==> config.mk <==
export PLATFORM = sky130hd
export DESIGN_NAME = bidir_fifo_mailbox_parity_ctrl
export DESIGN_NICKNAME = d
export VERILOG_FILES = /design/src/shared/fifo_ctrl_pkg.sv /design/src/rtl/parity_lanes.sv /design/src/rtl/byte_lanes.sv /design/src/rtl/bidir_fifo_mailbox_parity_ctrl.sv
export SDC_FILE = /design/constraint.sdc
export NUM_CORES = 1
export LEC_CHECK = 0
export CORE_MARGIN = 5
export CORE_UTILIZATION = 65
export DETAILED_ROUTE_END_ITERATION = 12
export DONT_BUFFER_PORTS = 1
export PLACE_DENSITY = 0.81
export SLEW_MARGIN = 15
export SYNTH_ARGS = -nofsm -noshare
export SYNTH_HDL_FRONTEND = slang
export SYNTH_SLANG_ARGS = --single-unit
==> constraint.sdc <==
create_clock -name pclk -period 9.1 [get_ports pclk]
set_clock_uncertainty 0.15 [all_clocks]
set_input_delay 1.365 -clock pclk [delete_from_list [all_inputs] [get_ports pclk]]
set_output_delay 1.365 -clock pclk [all_outputs]
set_load 0.05 [all_outputs]
==> src/shared/fifo_ctrl_pkg.sv <==
// Shared constants and types for the bidirectional queue control block
package fifo_ctrl_pkg;

  localparam int DATA_W = 36;
  localparam int LANES  = 4;

  // Almost-flag offsets selected at reset release
  localparam logic [6:0] OFFSET_HH = 7'h10;
  localparam logic [6:0] OFFSET_HL = 7'h0C;
  localparam logic [6:0] OFFSET_LH = 7'h08;
  localparam logic [6:0] OFFSET_LL = 7'h04;
  localparam logic [6:0] QUEUE_DEPTH = 7'h40;

  // Port B bus size codes {hi,lo}
  localparam logic [1:0] SIZE_LONG = 2'h0;
  localparam logic [1:0] SIZE_BYTE = 2'h1;
  localparam logic [1:0] SIZE_WORD = 2'h2;
  localparam logic [1:0] SIZE_MBOX = 2'h3;

  // Swap codes {hi,lo}
  localparam logic [1:0] SWAP_NONE = 2'h0;
  localparam logic [1:0] SWAP_BYTE = 2'h1;
  localparam logic [1:0] SWAP_WORD = 2'h2;
  localparam logic [1:0] SWAP_BOTH = 2'h3;

  // APB register map
  localparam logic [11:0] ADDR_CFG    = 12'h000;
  localparam logic [11:0] ADDR_STATUS = 12'h004;
  localparam logic [11:0] ADDR_MBX_AB = 12'h008;
  localparam logic [11:0] ADDR_MBX_BA = 12'h00C;

  typedef struct packed {
    logic port_b_parity_gen;
    logic port_a_parity_gen;
    logic odd_parity;
  } cfg_t;

  localparam cfg_t CFG_RESET = 3'h0;

endpackage

==> src/rtl/parity_lanes.sv <==
// Per-byte parity check and parity generation over 9-bit lanes
`timescale 1ns/1ps
`default_nettype none
module parity_lanes #(
  parameter int LANES = 4
) (
  input  wire logic [9*LANES-1:0] data_in,
  input  wire logic               odd,
  input  wire logic               gen,
  output logic      [LANES-1:0]   byte_ok,
  output logic      [9*LANES-1:0] data_out
);

  genvar i;
  generate
    for (i = 0; i < LANES; i++) begin : g_lane
      wire [8:0] lane = data_in[9*i +: 9];
      wire       par  = (^lane[7:0]) ^ odd;
      assign byte_ok[i]          = ((^lane) == odd);
      assign data_out[9*i +: 8]  = lane[7:0];
      assign data_out[9*i + 8]   = gen ? par : lane[8];
    end
  endgenerate

endmodule
`default_nettype wire

==> src/rtl/byte_lanes.sv <==
// Port B byte-order swap and active lane selection
`timescale 1ns/1ps
`default_nettype none
module byte_lanes
  import fifo_ctrl_pkg::*;
(
  input  wire logic [35:0] data_in,
  input  wire logic [1:0]  size,
  input  wire logic        endian,
  input  wire logic [1:0]  swap,
  output logic      [35:0] data_out,
  output logic      [3:0]  lane_mask
);

  logic [35:0] swapped;

  always_comb begin
    unique case (swap)
      SWAP_NONE: swapped = data_in;
      SWAP_BYTE: swapped = {data_in[8:0], data_in[17:9], data_in[26:18], data_in[35:27]};
      SWAP_WORD: swapped = {data_in[17:0], data_in[35:18]};
      SWAP_BOTH: swapped = {data_in[26:18], data_in[35:27], data_in[8:0], data_in[17:9]};
    endcase
  end

  // Endian low uses the upper lanes, high the lower lanes
  assign lane_mask = (size == SIZE_WORD) ? (endian ? 4'h3 : 4'hC) :
                     (size == SIZE_BYTE) ? (endian ? 4'h1 : 4'h8) : 4'hF;

  genvar i;
  generate
    for (i = 0; i < 4; i++) begin : g_mask
      assign data_out[9*i +: 9] = lane_mask[i] ? swapped[9*i +: 9] : 9'h000;
    end
  endgenerate

endmodule
`default_nettype wire

==> src/rtl/bidir_fifo_mailbox_parity_ctrl.sv <==
// Mailbox, parity, bus sizing and flag control of a bidirectional queue pair
`timescale 1ns/1ps
`default_nettype none
module bidir_fifo_mailbox_parity_ctrl
  import fifo_ctrl_pkg::*;
(
  input  wire logic        pclk,
  input  wire logic        presetn,
  input  wire logic        psel,
  input  wire logic        penable,
  input  wire logic        pwrite,
  input  wire logic [11:0] paddr,
  input  wire logic [31:0] pwdata,
  output logic      [31:0] prdata,
  output logic             pready,
  output logic             pslverr,
  input  wire logic        offset_sel_lo,
  input  wire logic        offset_sel_hi,
  input  wire logic        port_a_select_n,
  input  wire logic        port_a_enable,
  input  wire logic        port_a_dir_sel,
  input  wire logic        port_a_mailbox_sel,
  input  wire logic [35:0] port_a_data_in,
  output logic      [35:0] port_a_data_out,
  output logic             port_a_data_oe,
  input  wire logic        port_b_select_n,
  input  wire logic        port_b_enable,
  input  wire logic        port_b_dir_sel,
  input  wire logic        port_b_size_sel_lo,
  input  wire logic        port_b_size_sel_hi,
  input  wire logic        endian_sel,
  input  wire logic        swap_sel_lo,
  input  wire logic        swap_sel_hi,
  input  wire logic [35:0] port_b_data_in,
  output logic      [35:0] port_b_data_out,
  output logic             port_b_data_oe,
  input  wire logic [6:0]  a_to_b_level,
  input  wire logic [6:0]  b_to_a_level,
  input  wire logic [35:0] b_to_a_head,
  input  wire logic [35:0] a_to_b_head,
  output logic             a_to_b_push,
  output logic      [35:0] a_to_b_push_data,
  output logic             b_to_a_push,
  output logic      [35:0] b_to_a_push_data,
  output logic             a_to_b_pop,
  output logic             b_to_a_pop,
  output logic             a_to_b_mail_flag,
  output logic             b_to_a_mail_flag,
  output logic             port_a_parity_err,
  output logic             port_b_parity_err,
  output logic             port_a_full_n,
  output logic             port_a_almost_full_n,
  output logic             port_a_empty_n,
  output logic             port_a_almost_empty_n,
  output logic             port_b_full_n,
  output logic             port_b_almost_full_n,
  output logic             port_b_empty_n,
  output logic             port_b_almost_empty_n
);

  // ****************************************
  // State
  // ****************************************
  cfg_t        cfg_ff;
  logic        ofs_taken_ff;
  logic [1:0]  ofs_code_ff;
  logic [6:0]  offset_ff;
  logic [1:0]  size_cap_ff;
  logic        endian_cap_ff;
  logic [1:0]  size_ff;
  logic        endian_ff;
  logic [35:0] mbx_ab_ff;
  logic [35:0] mbx_ba_ff;
  logic        flag_ab_ff;
  logic        flag_ba_ff;
  logic [35:0] out_a_ff;
  logic [35:0] out_b_ff;
  logic [35:0] dout_a_ff;
  logic [35:0] dout_b_ff;
  logic        perr_a_ff;
  logic        perr_b_ff;
  logic [7:0]  qflags_ff;
  logic [31:0] prdata_ff;
  logic        pslverr_ff;

  // ****************************************
  // Access decode
  // ****************************************
  wire       acc_a     = ~port_a_select_n & port_a_enable;
  wire       acc_b     = ~port_b_select_n & port_b_enable;
  wire       b_mbx     = (size_ff == SIZE_MBOX);
  wire       wr_mbx_ab = acc_a & port_a_dir_sel & port_a_mailbox_sel & flag_ab_ff;
  wire       rd_mbx_ba = acc_a & ~port_a_dir_sel & port_a_mailbox_sel;
  wire       wr_mbx_ba = acc_b & port_b_dir_sel & b_mbx & flag_ba_ff;
  wire       rd_mbx_ab = acc_b & ~port_b_dir_sel & b_mbx;
  wire       push_ab   = acc_a & port_a_dir_sel & ~port_a_mailbox_sel & qflags_ff[7];
  wire       pop_ba    = acc_a & ~port_a_dir_sel & ~port_a_mailbox_sel & qflags_ff[5];
  wire       push_ba   = acc_b & port_b_dir_sel & ~b_mbx & qflags_ff[3];
  wire       pop_ab    = acc_b & ~port_b_dir_sel & ~b_mbx & qflags_ff[1];
  wire [1:0] swap_pins = {swap_sel_hi, swap_sel_lo};
  wire [1:0] size_pins = {port_b_size_sel_hi, port_b_size_sel_lo};

  // ****************************************
  // Offset capture at reset release
  // ****************************************
  wire [1:0] ofs_pins = {offset_sel_hi, offset_sel_lo};
  wire [6:0] ofs_val  = (ofs_code_ff == 2'h3) ? OFFSET_HH :
                        (ofs_code_ff == 2'h2) ? OFFSET_HL :
                        (ofs_code_ff == 2'h1) ? OFFSET_LH : OFFSET_LL;

  always_ff @(posedge pclk or negedge presetn) begin
    if (!presetn) begin
      ofs_taken_ff <= 1'b0;
      ofs_code_ff  <= 2'h0;
    end else if (!ofs_taken_ff) begin
      ofs_taken_ff <= 1'b1;
      ofs_code_ff  <= ofs_pins;
    end
  end

  always_ff @(posedge pclk or negedge presetn) begin
    if (!presetn) offset_ff <= OFFSET_LL;
    else          offset_ff <= ofs_val;
  end

  // ****************************************
  // Queue flags (active low)
  // ****************************************
  // Flags follow the level after this edge, so back-to-back access cannot overrun
  wire [6:0] lvl_ab  = a_to_b_level + {6'h00, push_ab} - {6'h00, pop_ab};
  wire [6:0] lvl_ba  = b_to_a_level + {6'h00, push_ba} - {6'h00, pop_ba};
  wire [6:0] free_ab = QUEUE_DEPTH - lvl_ab;
  wire [6:0] free_ba = QUEUE_DEPTH - lvl_ba;
  wire [7:0] nxt_qflags = {lvl_ab != QUEUE_DEPTH, free_ab > offset_ff,
                           lvl_ba != 7'h00, lvl_ba > offset_ff,
                           lvl_ba != QUEUE_DEPTH, free_ba > offset_ff,
                           lvl_ab != 7'h00, lvl_ab > offset_ff};

  always_ff @(posedge pclk or negedge presetn) begin
    if (!presetn) qflags_ff <= 8'h44;
    else          qflags_ff <= ofs_taken_ff ? nxt_qflags : 8'h44;
  end

  // Bit order: A full, A afull, A empty, A aempty, B full, B afull, B empty, B aempty
  assign {port_a_full_n, port_a_almost_full_n, port_a_empty_n, port_a_almost_empty_n,
          port_b_full_n, port_b_almost_full_n, port_b_empty_n, port_b_almost_empty_n}
         = {qflags_ff[7:6], qflags_ff[5:4], qflags_ff[3:2], qflags_ff[1:0]};

  // ****************************************
  // Port B size and endian pipeline
  // ****************************************
  always_ff @(posedge pclk or negedge presetn) begin
    if (!presetn) begin
      size_cap_ff   <= SIZE_LONG;
      endian_cap_ff <= 1'b0;
      size_ff       <= SIZE_LONG;
      endian_ff     <= 1'b0;
    end else begin
      size_cap_ff   <= size_pins;
      endian_cap_ff <= endian_sel;
      size_ff       <= size_cap_ff;
      endian_ff     <= endian_cap_ff;
    end
  end

  // ****************************************
  // Mailboxes and mail flags
  // ****************************************
  always_ff @(posedge pclk or negedge presetn) begin
    if (!presetn) begin
      mbx_ab_ff  <= 36'h000000000;
      mbx_ba_ff  <= 36'h000000000;
      flag_ab_ff <= 1'b1;
      flag_ba_ff <= 1'b1;
    end else begin
      if (wr_mbx_ab) mbx_ab_ff <= port_a_data_in;
      if (wr_mbx_ba) mbx_ba_ff <= port_b_data_in;
      flag_ab_ff <= wr_mbx_ab ? 1'b0 : (rd_mbx_ab ? 1'b1 : flag_ab_ff);
      flag_ba_ff <= wr_mbx_ba ? 1'b0 : (rd_mbx_ba ? 1'b1 : flag_ba_ff);
    end
  end

  assign a_to_b_mail_flag = flag_ab_ff;
  assign b_to_a_mail_flag = flag_ba_ff;

  // ****************************************
  // Lane handling and parity
  // ****************************************
  logic [35:0] b_in_lanes;
  logic [35:0] b_out_lanes;
  logic [3:0]  b_mask;
  logic [3:0]  ok_a;
  logic [3:0]  ok_b;
  logic [35:0] gen_a;
  logic [35:0] gen_b;

  byte_lanes u_lanes_in (
    .data_in   (port_b_data_in),
    .size      (size_ff),
    .endian    (endian_ff),
    .swap      (swap_pins),
    .data_out  (b_in_lanes),
    .lane_mask (b_mask)
  );

  byte_lanes u_lanes_out (
    .data_in   (out_b_ff),
    .size      (size_ff),
    .endian    (endian_ff),
    .swap      (swap_pins),
    .data_out  (b_out_lanes),
    .lane_mask ()
  );

  wire [35:0] a_src = port_a_mailbox_sel ? mbx_ba_ff : out_a_ff;
  wire [35:0] b_src = b_mbx ? mbx_ab_ff : b_out_lanes;

  parity_lanes #(.LANES(LANES)) u_chk_a (
    .data_in  (port_a_data_in),
    .odd      (cfg_ff.odd_parity),
    .gen      (1'b0),
    .byte_ok  (ok_a),
    .data_out ()
  );

  parity_lanes #(.LANES(LANES)) u_chk_b (
    .data_in  (port_b_data_in),
    .odd      (cfg_ff.odd_parity),
    .gen      (1'b0),
    .byte_ok  (ok_b),
    .data_out ()
  );

  parity_lanes #(.LANES(LANES)) u_gen_a (
    .data_in  (a_src),
    .odd      (cfg_ff.odd_parity),
    .gen      (cfg_ff.port_a_parity_gen),
    .byte_ok  (),
    .data_out (gen_a)
  );

  parity_lanes #(.LANES(LANES)) u_gen_b (
    .data_in  (b_src),
    .odd      (cfg_ff.odd_parity),
    .gen      (cfg_ff.port_b_parity_gen),
    .byte_ok  (),
    .data_out (gen_b)
  );

  wire force_a = ~port_a_dir_sel & port_a_mailbox_sel & cfg_ff.port_a_parity_gen;
  wire force_b = ~port_b_dir_sel & b_mbx & cfg_ff.port_b_parity_gen;
  wire nxt_perr_a = force_a | (&ok_a);
  wire nxt_perr_b = force_b | (&(ok_b | ~b_mask));

  // ****************************************
  // Data registers
  // ****************************************
  always_ff @(posedge pclk or negedge presetn) begin
    if (!presetn) begin
      out_a_ff  <= 36'h000000000;
      out_b_ff  <= 36'h000000000;
      dout_a_ff <= 36'h000000000;
      dout_b_ff <= 36'h000000000;
      perr_a_ff <= 1'b1;
      perr_b_ff <= 1'b1;
    end else begin
      if (pop_ba) out_a_ff <= b_to_a_head;
      if (pop_ab) out_b_ff <= a_to_b_head;
      dout_a_ff <= gen_a;
      dout_b_ff <= gen_b;
      perr_a_ff <= nxt_perr_a;
      perr_b_ff <= nxt_perr_b;
    end
  end

  assign port_a_data_out   = dout_a_ff;
  assign port_b_data_out   = dout_b_ff;
  assign port_a_data_oe    = ~port_a_select_n & ~port_a_dir_sel;
  assign port_b_data_oe    = ~port_b_select_n & ~port_b_dir_sel;
  assign port_a_parity_err = perr_a_ff;
  assign port_b_parity_err = perr_b_ff;
  assign a_to_b_push       = push_ab;
  assign a_to_b_push_data  = port_a_data_in;
  assign b_to_a_push       = push_ba;
  assign b_to_a_push_data  = b_in_lanes;
  assign a_to_b_pop        = pop_ab;
  assign b_to_a_pop        = pop_ba;

  // ****************************************
  // APB slave
  // ****************************************
  wire setup   = psel & ~penable;
  wire cfg_wr  = psel & penable & pwrite & (paddr == ADDR_CFG);
  wire hit     = (paddr == ADDR_CFG) | (paddr == ADDR_STATUS) |
                 (paddr == ADDR_MBX_AB) | (paddr == ADDR_MBX_BA);
  wire [31:0] status_word = {13'h0000, offset_ff, qflags_ff, perr_b_ff, perr_a_ff,
                             flag_ba_ff, flag_ab_ff};
  wire [31:0] nxt_prdata = (paddr == ADDR_CFG)    ? {29'h00000000, cfg_ff} :
                           (paddr == ADDR_STATUS) ? status_word :
                           (paddr == ADDR_MBX_AB) ? mbx_ab_ff[31:0] :
                           (paddr == ADDR_MBX_BA) ? mbx_ba_ff[31:0] : 32'h00000000;

  always_ff @(posedge pclk or negedge presetn) begin
    if (!presetn) begin
      cfg_ff     <= CFG_RESET;
      prdata_ff  <= 32'h00000000;
      pslverr_ff <= 1'b0;
    end else begin
      if (cfg_wr) cfg_ff <= pwdata[2:0];
      if (setup) begin
        prdata_ff  <= pwrite ? 32'h00000000 : nxt_prdata;
        pslverr_ff <= ~hit | (pwrite & (paddr != ADDR_CFG));
      end
    end
  end

  assign prdata  = prdata_ff;
  assign pready  = 1'b1;
  assign pslverr = pslverr_ff & psel & penable;

  // ****************************************
  // Assertions
  // ****************************************
  property p_offset_map;
    @(posedge pclk) disable iff (!presetn)
      $rose(ofs_taken_ff) |=> (offset_ff == ((ofs_code_ff == 2'h3) ? 7'h10 : (ofs_code_ff == 2'h0) ? 7'h04 :
                               (ofs_code_ff == 2'h2) ? 7'h0C : 7'h08));
  endproperty
  a_offset_map: assert property (p_offset_map) else $error("offset value mismatch");

  property p_mail_ab_write;
    @(posedge pclk) disable iff (!presetn)
      (acc_a && port_a_dir_sel && port_a_mailbox_sel && a_to_b_mail_flag)
        |=> (!a_to_b_mail_flag && mbx_ab_ff == $past(port_a_data_in));
  endproperty
  a_mail_ab_write: assert property (p_mail_ab_write) else $error("A mailbox write lost");

  property p_mail_ab_lock;
    @(posedge pclk) disable iff (!presetn)
      (!a_to_b_mail_flag && !rd_mbx_ab) |=> $stable(mbx_ab_ff) && !a_to_b_mail_flag;
  endproperty
  a_mail_ab_lock: assert property (p_mail_ab_lock) else $error("A mailbox changed while full");

  property p_mail_ab_read;
    @(posedge pclk) disable iff (!presetn)
      (acc_b && !port_b_dir_sel && size_ff == 2'h3 &&
       !(acc_a && port_a_dir_sel && port_a_mailbox_sel && a_to_b_mail_flag))
        |=> a_to_b_mail_flag;
  endproperty
  a_mail_ab_read: assert property (p_mail_ab_read) else $error("A mail flag not set by read");

  property p_mail_ba_write;
    @(posedge pclk) disable iff (!presetn)
      (acc_b && port_b_dir_sel && size_ff == 2'h3 && b_to_a_mail_flag)
        |=> (!b_to_a_mail_flag && mbx_ba_ff == $past(port_b_data_in));
  endproperty
  a_mail_ba_write: assert property (p_mail_ba_write) else $error("B mailbox write lost");

  property p_mail_ba_read;
    @(posedge pclk) disable iff (!presetn)
      (acc_a && !port_a_dir_sel && port_a_mailbox_sel && !(acc_b && port_b_dir_sel && size_ff == 2'h3))
        |=> b_to_a_mail_flag;
  endproperty
  a_mail_ba_read: assert property (p_mail_ba_read) else $error("B mail flag not set by read");

  property p_force_a;
    @(posedge pclk) disable iff (!presetn)
      (!port_a_dir_sel && port_a_mailbox_sel && cfg_ff.port_a_parity_gen) |=> port_a_parity_err;
  endproperty
  a_force_a: assert property (p_force_a) else $error("port A parity flag not forced");

  property p_force_b;
    @(posedge pclk) disable iff (!presetn)
      (!port_b_dir_sel && size_ff == 2'h3 && cfg_ff.port_b_parity_gen) |=> port_b_parity_err;
  endproperty
  a_force_b: assert property (p_force_b) else $error("port B parity flag not forced");

  property p_size_lag;
    @(posedge pclk) disable iff (!presetn)
      1'b1 |=> ##1 (size_ff == $past(size_pins, 2));
  endproperty
  a_size_lag: assert property (p_size_lag) else $error("bus size not applied two edges late");

  c_mail_ab_trip: cover property (@(posedge pclk) disable iff (!presetn) wr_mbx_ab ##[1:20] rd_mbx_ab);
  c_mail_ba_trip: cover property (@(posedge pclk) disable iff (!presetn) wr_mbx_ba ##[1:20] rd_mbx_ba);
  c_perr_b: cover property (@(posedge pclk) disable iff (!presetn) !port_b_parity_err);

endmodule
`default_nettype wire

---- Word-level counts from Yosys, hierarchy flattened ----
Index checks and enable logic that the tools add are counted.
word-level totals
  flip-flop bits (word level) ............. 278
  input port bits ......................... 221
  output and inout port bits .............. 196
  word-level logic and storage cells ...... 174
cells by class
  add/sub/neg operators ................... 6
  $lt $le $gt $ge ......................... 4
  eq/ne operators ......................... 22
  muxes and demuxes ....................... 37
  bitwise logic cells ..................... 57
  reduce and logical (&&, ||, !) cells .... 25
operators by type and width
  cell                                                              number
  36-bit one-hot mux with 4 select lines                            2
  32-bit 2-to-1 mux                                                 5
  36-bit 2-to-1 mux                                                 2
  9-bit 2-to-1 mux                                                  8
  9-bit parity                                                      8
  8-bit parity                                                      8
  1-bit bitwise AND                                                 33
  7-bit by 5-bit greater-than comparator with 1-bit output          4
  12-bit by 4-bit == test with 1-bit output, second input constant  2
  4-bit 2-to-1 mux                                                  6
  7-bit by 1-bit adder with 7-bit output                            2
  7-bit != test, second input constant                              2
  7-bit nonzero test                                                2
  7-bit by 1-bit subtractor with 7-bit output                       2
  7-bit subtractor, first input constant                            2
  12-bit by 3-bit == test with 1-bit output, second input constant  1
  2-bit == test, second input constant                              6
  12-bit zero test                                                  1
  1-bit 2-to-1 mux                                                  12
  12-bit nonzero test                                               1
  1-bit == test                                                     8
  8-bit 2-to-1 mux                                                  1
  1-bit NOT                                                         8
  4-bit AND reduction                                               2
  8 further kinds                                                   23

---- Logic depth before layout (Yosys ltp) ----
Gate-level depths: netlist of run 1.
  word-level depth ........................ 10
  gate-level depth with buffers ........... 21
  depth with buffers taken out ............ 18

---- By module ----
Synthesis of run 1 repeated with hierarchy kept, for this count alone.
second synthesis, totals
  cell total of the unflattened synthesis .. 1,389
  area, all modules ....................... 17,306.6 um^2
modules (own cells, without submodules)
  module                          times used  cells an instance  area an instance (um^2)  sequential area each (um^2)
  bidir_fifo_mailbox_parity_ctrl  1           923                12,176.7                 6,915.4
  parity_lanes                    4           69                 655.6                    0.0
  byte_lanes                      2           95                 1,253.7                  0.0

---- Least setup slack after synthesis of run 1 ----
Ideal clock, no wire load.
  kind .................................... input -> register
  start point ............................. input port port_a_dir_sel
  end point ............................... register qflags_ff[2]
  data arrival time ....................... 5.741 ns
  path slack .............................. 3.109 ns
  cell stages on the path ................. 16
  cell sequence ........................... nor2_1 > nand4b_1 > inv_2 > buf_1 > ha_1 > inv_1 > ha_1 > fa_1 > nor2_1 > nand2_1 > nor3_1 > nor2_1 > ha_1 > o21a_1 > o21ai_0 > o211ai_1
on the way
  word-level cells in the longest chain between the ends .. 8
RTL lines
  element                                                   RTL line                               text
  from (decl)                                               bidir_fifo_mailbox_parity_ctrl.sv:21   input wire logic port_a_dir_sel,
  1-bit NOT                                                 bidir_fifo_mailbox_parity_ctrl.sv:97   wire pop_ba = acc_a & ~port_a_dir_sel & ~port_a_mailbox_sel & qflags_ff[5];
  1-bit bitwise AND (3 in series)                           bidir_fifo_mailbox_parity_ctrl.sv:97
  via b_to_a_pop                                            bidir_fifo_mailbox_parity_ctrl.sv:46   output logic b_to_a_pop,
  7-bit by 1-bit subtractor with 7-bit output               bidir_fifo_mailbox_parity_ctrl.sv:131  wire [6:0] lvl_ba = b_to_a_level + {6'h00, push_ba} - {6'h00, pop_ba};
  7-bit subtractor                                          bidir_fifo_mailbox_parity_ctrl.sv:133  wire [6:0] free_ba = QUEUE_DEPTH - lvl_ba;
  7-bit by 5-bit greater-than comparator with 1-bit output  bidir_fifo_mailbox_parity_ctrl.sv:136  lvl_ba != QUEUE_DEPTH, free_ba > offset_ff,
  8-bit 2-to-1 mux                                          bidir_fifo_mailbox_parity_ctrl.sv:141  else qflags_ff <= ofs_taken_ff ? nxt_qflags : 8'h44;
  to (signal assigned)                                      bidir_fifo_mailbox_parity_ctrl.sv:141
  to (decl)                                                 bidir_fifo_mailbox_parity_ctrl.sv:82   logic [7:0] qflags_ff;
The timed path passes the listed nets, and every way through them passes these cells.
A chain may end at the register's enable or synchronous reset.

---- Worst setup path after layout of run 1 ----
Ends and elaborated chain as after synthesis.

==> impl_metrics.toml, run 1 <==
[synthesis]
async_flop_share_pct = 100
seq_area_frac_synth_pct = 44.7
synth_top_flop_cell = "dfrtp_1"
synth_area_um2 = 15500
synth_area_leaders = "dfrtp_1, mux2_2, nand2_1, mux4_2, xnor2_1"
ys_seq_elements = 276
synth-warning-count = 0
yosysTopAreaCell = "dfrtp_1"
ys_types = 66
synth-edff-count = 0
synthDominantCellAreaShare_pct = 43.5
syn_area_per_cell_um2 = 11.0
synthCells = 1407

[sta]
post-route-period-util_pct = 62.6
setup_viol = 0
fin_crit_ns = 5.70
final_hold_viol_count = 0
grt_setup_unrepaired = "no"
report.final.slew_viol_count = 0
fmax_mhz = 176
fin_setup_tns_ns = 0
tightest_slew_ns = 1.16
slew_headroom_pct = 22.8

[global_route]
grt_pass1_wl_mm = 67.0
grt_pass1_vias = 11200
grt.overflow.total = 0
grt_usage_pct = 32.7
grt_antenna_before_repair = 2
grt_start_max_net_pins = 277

[critical_path]
worst-path-max-fanout = 38
critPathKind = "primary input to flip-flop"
r2r_slack_ns = 4.03
endpoint_kind = "flip-flop"
critPathArrivalTime_ns = 6.01
rr_worst_depth = 17
cp-start-kind = "primary input"
required_ns = 9.41

[clock_tree]
path_clk_slew_ns = 0.06
cts_buffers = 30
cts.sinks = 276
ctsLongestPathBuffers = 3
ctsHoldBuffers = 0
htree_levels = 1
root_buffer = "clkbuf_16"
worst_skew_pair.late_latency_ns = 0.56
ctsResizeCount = 0
post_cts_buffers = 0
cts_tree = "done"

[floorplan]
coreArea_um2 = 23500
initial_utilization_pct = 65.9
chipHeight_um = 164
num_rows = 56
fp.dieW_um = 164
ios = 417
dieArea_um2 = 27000

[status]
status = "completed"

[cells_and_area]
drive_gt1_share_pct = 17.6
layout_common_cells = "nand2_1, dfrtp_1, mux2_2, xnor2_1, o21ai_0"
stdcell_area_um2 = 16300
final_common_cell = "nand2_1"
syn2layout_area_growth_pct = 5.73
nNetsFinal = 1588

[route]
wl_per_cell_um = 26.6
via_count = 11000
first_pass_iters = 5
drt_iter0_markers = 1088
drc_errors = 0
wirelength_mm = 44.7
antenna_left = 0
post_drt_via_cell_ratio = 6.52

[placement]
numPortBuffers = 0
place_area_um2 = 15300
place_hpwl_mm = 32.9
place_congestion = 0.892

[power_and_ir_drop]
vdd_drop_max_v = 0.000205
p_leak_nw = 7.50
p_per_area_nw_per_um2 = 262

[job]
drv_cap = 0

[worst_hold_path]
hold_path.class = "flip-flop to flip-flop"
hold_path_depth = 0
## synthesized netlist by cell type (4+ instances only)
library cell  instances
ha_1                 28
dfrtp_1             269
and3_1               13
xnor3_1              13
inv_1                31
o211ai_1              4
dfstp_2               7
mux4_1               12
o21ai_0              67
nor4_1                6
a21oi_1              21
buf_6                 6
mux2_2              117
nor2_1               30
a211oi_1              4
nand2b_1             22
buf_4                38
xnor2_1              79
xor2_1               40
nand3b_1              5
mux4_2               46
mux2i_1              17
nand2_1             304
buf_1                 5
o21a_1                6
clkbuf_1             31
buf_2                29
o22ai_1               5
a21o_1                4
a22o_1               24
nor2b_1              36
nand4_1               5
a22oi_1              23
nand3_1               9
## state kept, by name, summed over array words and instances, names as in the netlist, 3 cells and up
| register | count |
|---|---|
| out_b_ff | 36 |
| offset_ff | 3 |
| qflags_ff | 8 |
| port_b_data_out | 36 |
| mbx_ab_ff | 36 |
| port_a_data_out | 36 |
| out_a_ff | 36 |
| mbx_ba_ff | 36 |
| prdata | 32 |
| cfg_ff | 3 |
## path summary, 6_finish.rpt
kind	startpoint	end
setup / recovery	port_a_dir_sel	qflags_ff[2]
hold / removal	size_cap_ff[0]	size_ff[0]
setup reg to reg	size_ff[1]	qflags_ff[6]
hold reg to reg	size_cap_ff[0]	size_ff[0]
max in group asynchronous	presetn	mbx_ba_ff[6]
min in group asynchronous	presetn	mbx_ab_ff[0]
## per-stage QoR
stage | hold WS [ns] | cells | setup WS (ns) | total power [W] | utilization, %
floorplan | 0.181 | 1408 | 3.11 | 0.00278 | -
global placement | 0.189 | 1624 | 3.00 | 0.00295 | 65.1
detailed placement | 0.199 | 1624 | 2.87 | 0.00299 | 65.1
CTS | 0.206 | 1680 | 3.46 | 0.00430 | 69.6
global route | 0.206 | 1681 | 3.11 | 0.00446 | 69.6
finish | 0.201 | 1681 | 3.40 | 0.00429 | 69.6
## power by group
group	switching (W)	leakage, nW	internal (W)
Combinational	0.000467	3.47	0.000488
Clock	0.000514	0.513	0.000786
Sequential	0.000542	3.52	0.00149
## routing by layer
metal	share of wire [%]	vias to the layer above	GRT usage (%)
met4	4.1	2	12.2
met2	49	622	53.6
li1	-	4708	-
met1	36	5508	40.5
met5	0.034	-	0
met3	11	112	10.8
## worst max-delay path, stage by stage
cell      delay, ns
nor2_1         0.74
nand4b_1       0.16
buf_4          0.30
inv_2          0.74
ha_1           0.38
inv_1          0.06
ha_1           0.19
fa_1           0.43
nor2_1         0.28
nand2_1        0.18
nor3_1         0.38
nor2_1         0.10
ha_1           0.30
o21a_1         0.11
o21ai_0        0.17
o211ai_1       0.11
## cell type report
type | instances | area [µm²]
diodes | 1 | 2.50
clock buffers | 39 | 825
clock inverters | 17 | 245
fillers | 1683 | 7130
inverters | 34 | 128
multi-input cells | 988 | 7780
flip-flops and latches | 276 | 6920
well taps | 319 | 399
repair buffers | 7 | 52.6
## cells by family after synthesis
group	count (synthesis)	synth area share (%)
xor+xnor	132	8.63
buf+inv	144	5.05
mux	192	18.4
simple gates	445	12.7
compound gates	186	7.96
other cells	1	0.0243
fa+ha+maj	31	2.59
flops	276	44.7
Power figures use the tool's default switching activity.
==> run 2: changes to the inputs <==
- ABC_AREA: unset -> 1
- CORE_UTILIZATION: 65 -> 58
- PLACE_DENSITY: 0.81 -> 0.76
- clock period: 9.1 -> 4.75 ns (I/O delays scaled with it)
==> run 2 against run 1 <==
The flow now finishes with violations (negative hold slack). Critical endpoint is now qflags_ff[6]. Via count rose by 31%. Worst setup slack got worse by 2.6 ns. Largest cell class unchanged. Largest power group unchanged. Critical path depth did not move. Combinational power rose by 98%. Area after synthesis rose by 2.6%.
==> impl_metrics.toml, run 2 <==
[clock_tree]
post_cts_buffers = 0
ctsLongestPathBuffers = 3
htree_levels = 1
root_buffer = "clkbuf_16"
path_clk_slew_ns = 0.06
worst_skew_pair.late_latency_ns = 0.56
cts.sinks = 276
cts_tree = "done"
cts_buffers = 30

[status]
status = "finished, violations left"
violations = "negative hold slack"

[synthesis]
async_flop_share_pct = 100
synth_area_leaders = "dfrtp_1, nand2_1, o21ai_0, inv_1, a21oi_1"
synthCells = 2075
synth-warning-count = 0
seq_area_frac_synth_pct = 43.6
synth_area_um2 = 15900
syn_area_per_cell_um2 = 7.64
synth-edff-count = 0
yosysTopAreaCell = "dfrtp_1"
ys_types = 47
synthDominantCellAreaShare_pct = 42.4
synth_top_cells_by_count = "nand2_1, dfrtp_1, inv_1, o21ai_0, nor2_1"
synth.most_common_cell = "nand2_1"
ys_seq_elements = 276
synth_top_flop_cell = "dfrtp_1"

[floorplan]
ios = 417
chipHeight_um = 175
num_rows = 60
fp.dieW_um = 175
initial_utilization_pct = 58.9
coreArea_um2 = 27000
dieArea_um2 = 30800

[cells_and_area]
final_common_cell = "nand2_1"
layout_common_cells = "nand2_1, dfrtp_1, inv_1, o21ai_0, nor2_1"
syn2layout_area_growth_pct = 7.82
drive_gt1_share_pct = 7.52
stdcell_area_um2 = 17100
nNetsFinal = 2277
diodes = 0

[sta]
tightest_slew_ns = 1.17
fmax_mhz = 253
fin_hold_ws_ns = -0.286
post-route-period-util_pct = 83.3
grt_setup_unrepaired = "no"
report.final.slew_viol_count = 0
fin_crit_ns = 3.96
slew_headroom_pct = 21.7
setup_viol = 0
fin_setup_tns_ns = 0
final_hold_viol_count = 269

[power_and_ir_drop]
power_w = 0.00819
clockPowerShare_pct = 31.6
p_leak_nw = 8.37
power_frac_seq_pct = 45.3
swShare_pct = 38.1
internal_power_w = 0.00507
combPwrFrac_pct = 23.1
p_per_area_nw_per_um2 = 479
vdd_drop_max_v = 0.000284
switchingPower_w = 0.00312

[critical_path]
critPathKind = "flip-flop to flip-flop"
critPathArrivalTime_ns = 4.29
cp-start-kind = "flip-flop"
required_ns = 5.09
endpoint_kind = "flip-flop"
worst-path-max-fanout = 3

[route]
drt_iter0_markers = 1608
drc_errors = 0
wirelength_mm = 52.1
antenna_left = 0
wl_per_cell_um = 21.8
post_drt_via_cell_ratio = 6.03
first_pass_iters = 7
via_count = 14400

[global_route]
grt.overflow.total = 0
grt_antenna_before_repair = 2
grt_start_max_net_pins = 277
grt_pass1_vias = 13600
grt_pass1_wl_mm = 78.5
grt_usage_pct = 32.7

[job]
drv_cap = 0

[placement]
place_congestion = 0.946
numPortBuffers = 0
place_hpwl_mm = 38.1
place_area_um2 = 16000

[worst_hold_path]
hold_path.class = "primary input to asynchronous set/reset pin"
## run 2: layout make-up
cell class / instances / area (µm²)
Clock inverter: 19 / 292
Timing Repair Buffer: 56 / 420
Sequential cell: 276 / 6920
Fill cell: 2282 / 9850
Clock buffer: 35 / 810
Tap cell: 341 / 427
Multi-Input combinational cell: 1422 / 7340
Inverter: 240 / 901
## run 2: metal layers
layer	up-vias	routed length (µm)	part of all wire, %	global-route usage, %
li1	6572	-	-	-
met1	6750	19800	38	42.0
met2	882	23800	46	52.5
met3	187	5580	11	8.42
met4	4	2890	5.5	14.7
met5	-	27	0.052	0
## run 2: kinds of logic after synthesis
| logic type | after synthesis | share of synthesized area (%) |
|---|---|---|
| buf+inv | 378 | 10.3 |
| other cells | 1 | 0.0236 |
| fa+ha+maj | 30 | 2.46 |
| flops | 276 | 43.6 |
| simple gates | 790 | 19.8 |
| mux | 12 | 0.836 |
| xor+xnor | 104 | 5.74 |
| compound gates | 484 | 17.2 |
## run 2: path summary, 6_finish.rpt
| check | start | end | slack, ns | cells past startpoint |
|---|---|---|---|---|
| setup / recovery | qflags_ff[7] | qflags_ff[6] | 0.79 | 16 |
| hold / removal | presetn | port_b_data_out[18] | -0.29 | 0 |
| setup reg to reg | qflags_ff[7] | qflags_ff[6] | 0.79 | 16 |
| hold reg to reg | size_cap_ff[0] | size_ff[0] | 0.20 | 0 |
| max in group asynchronous | presetn | prdata[24] | 4.10 | 0 |
| min in group pclk | endian_sel | endian_cap_ff | 0.04 | 0 |
## run 2: per-stage QoR
step	utilization [%]	setup slack, ns	cells
floorplan	-	0.109	2076
global route	63.5	0.543	2389
global placement	59.4	0.645	2335
finish	63.5	0.795	2389
detailed placement	59.4	0.531	2335
CTS	63.5	0.795	2389
## run 2: worst max-delay path, stage by stage, from the launching register on
cell     delay (ns)
dfrtp_1        0.75
nand4_1        0.34
ha_1           0.37
inv_1          0.07
ha_1           0.18
inv_1          0.07
fa_1           0.42
xnor2_1        0.19
nor3_1         0.29
nand2_1        0.15
xnor2_1        0.15
inv_1          0.06
ha_1           0.29
a21oi_1        0.14
o21ai_0        0.09
o21ai_0        0.08
nand3_1        0.09
## run 2: repair_timing
item / CTS / global route
gates resized for setup: 0 / 0
setup endpoints to repair: 0 / 0
hold endpoints to repair: 276 / 271
## run 2: power by group through the flow
stage          registers (W)  logic [W]  clock network (W)
2_1_floorplan        0.00360    0.00149                  0
3_3_place_gp         0.00373    0.00179                  0
3_5_place_dp         0.00374    0.00186                  0
4_1_cts              0.00371    0.00187            0.00261
5_1_grt              0.00376    0.00211            0.00271
6_report             0.00371    0.00189            0.00259
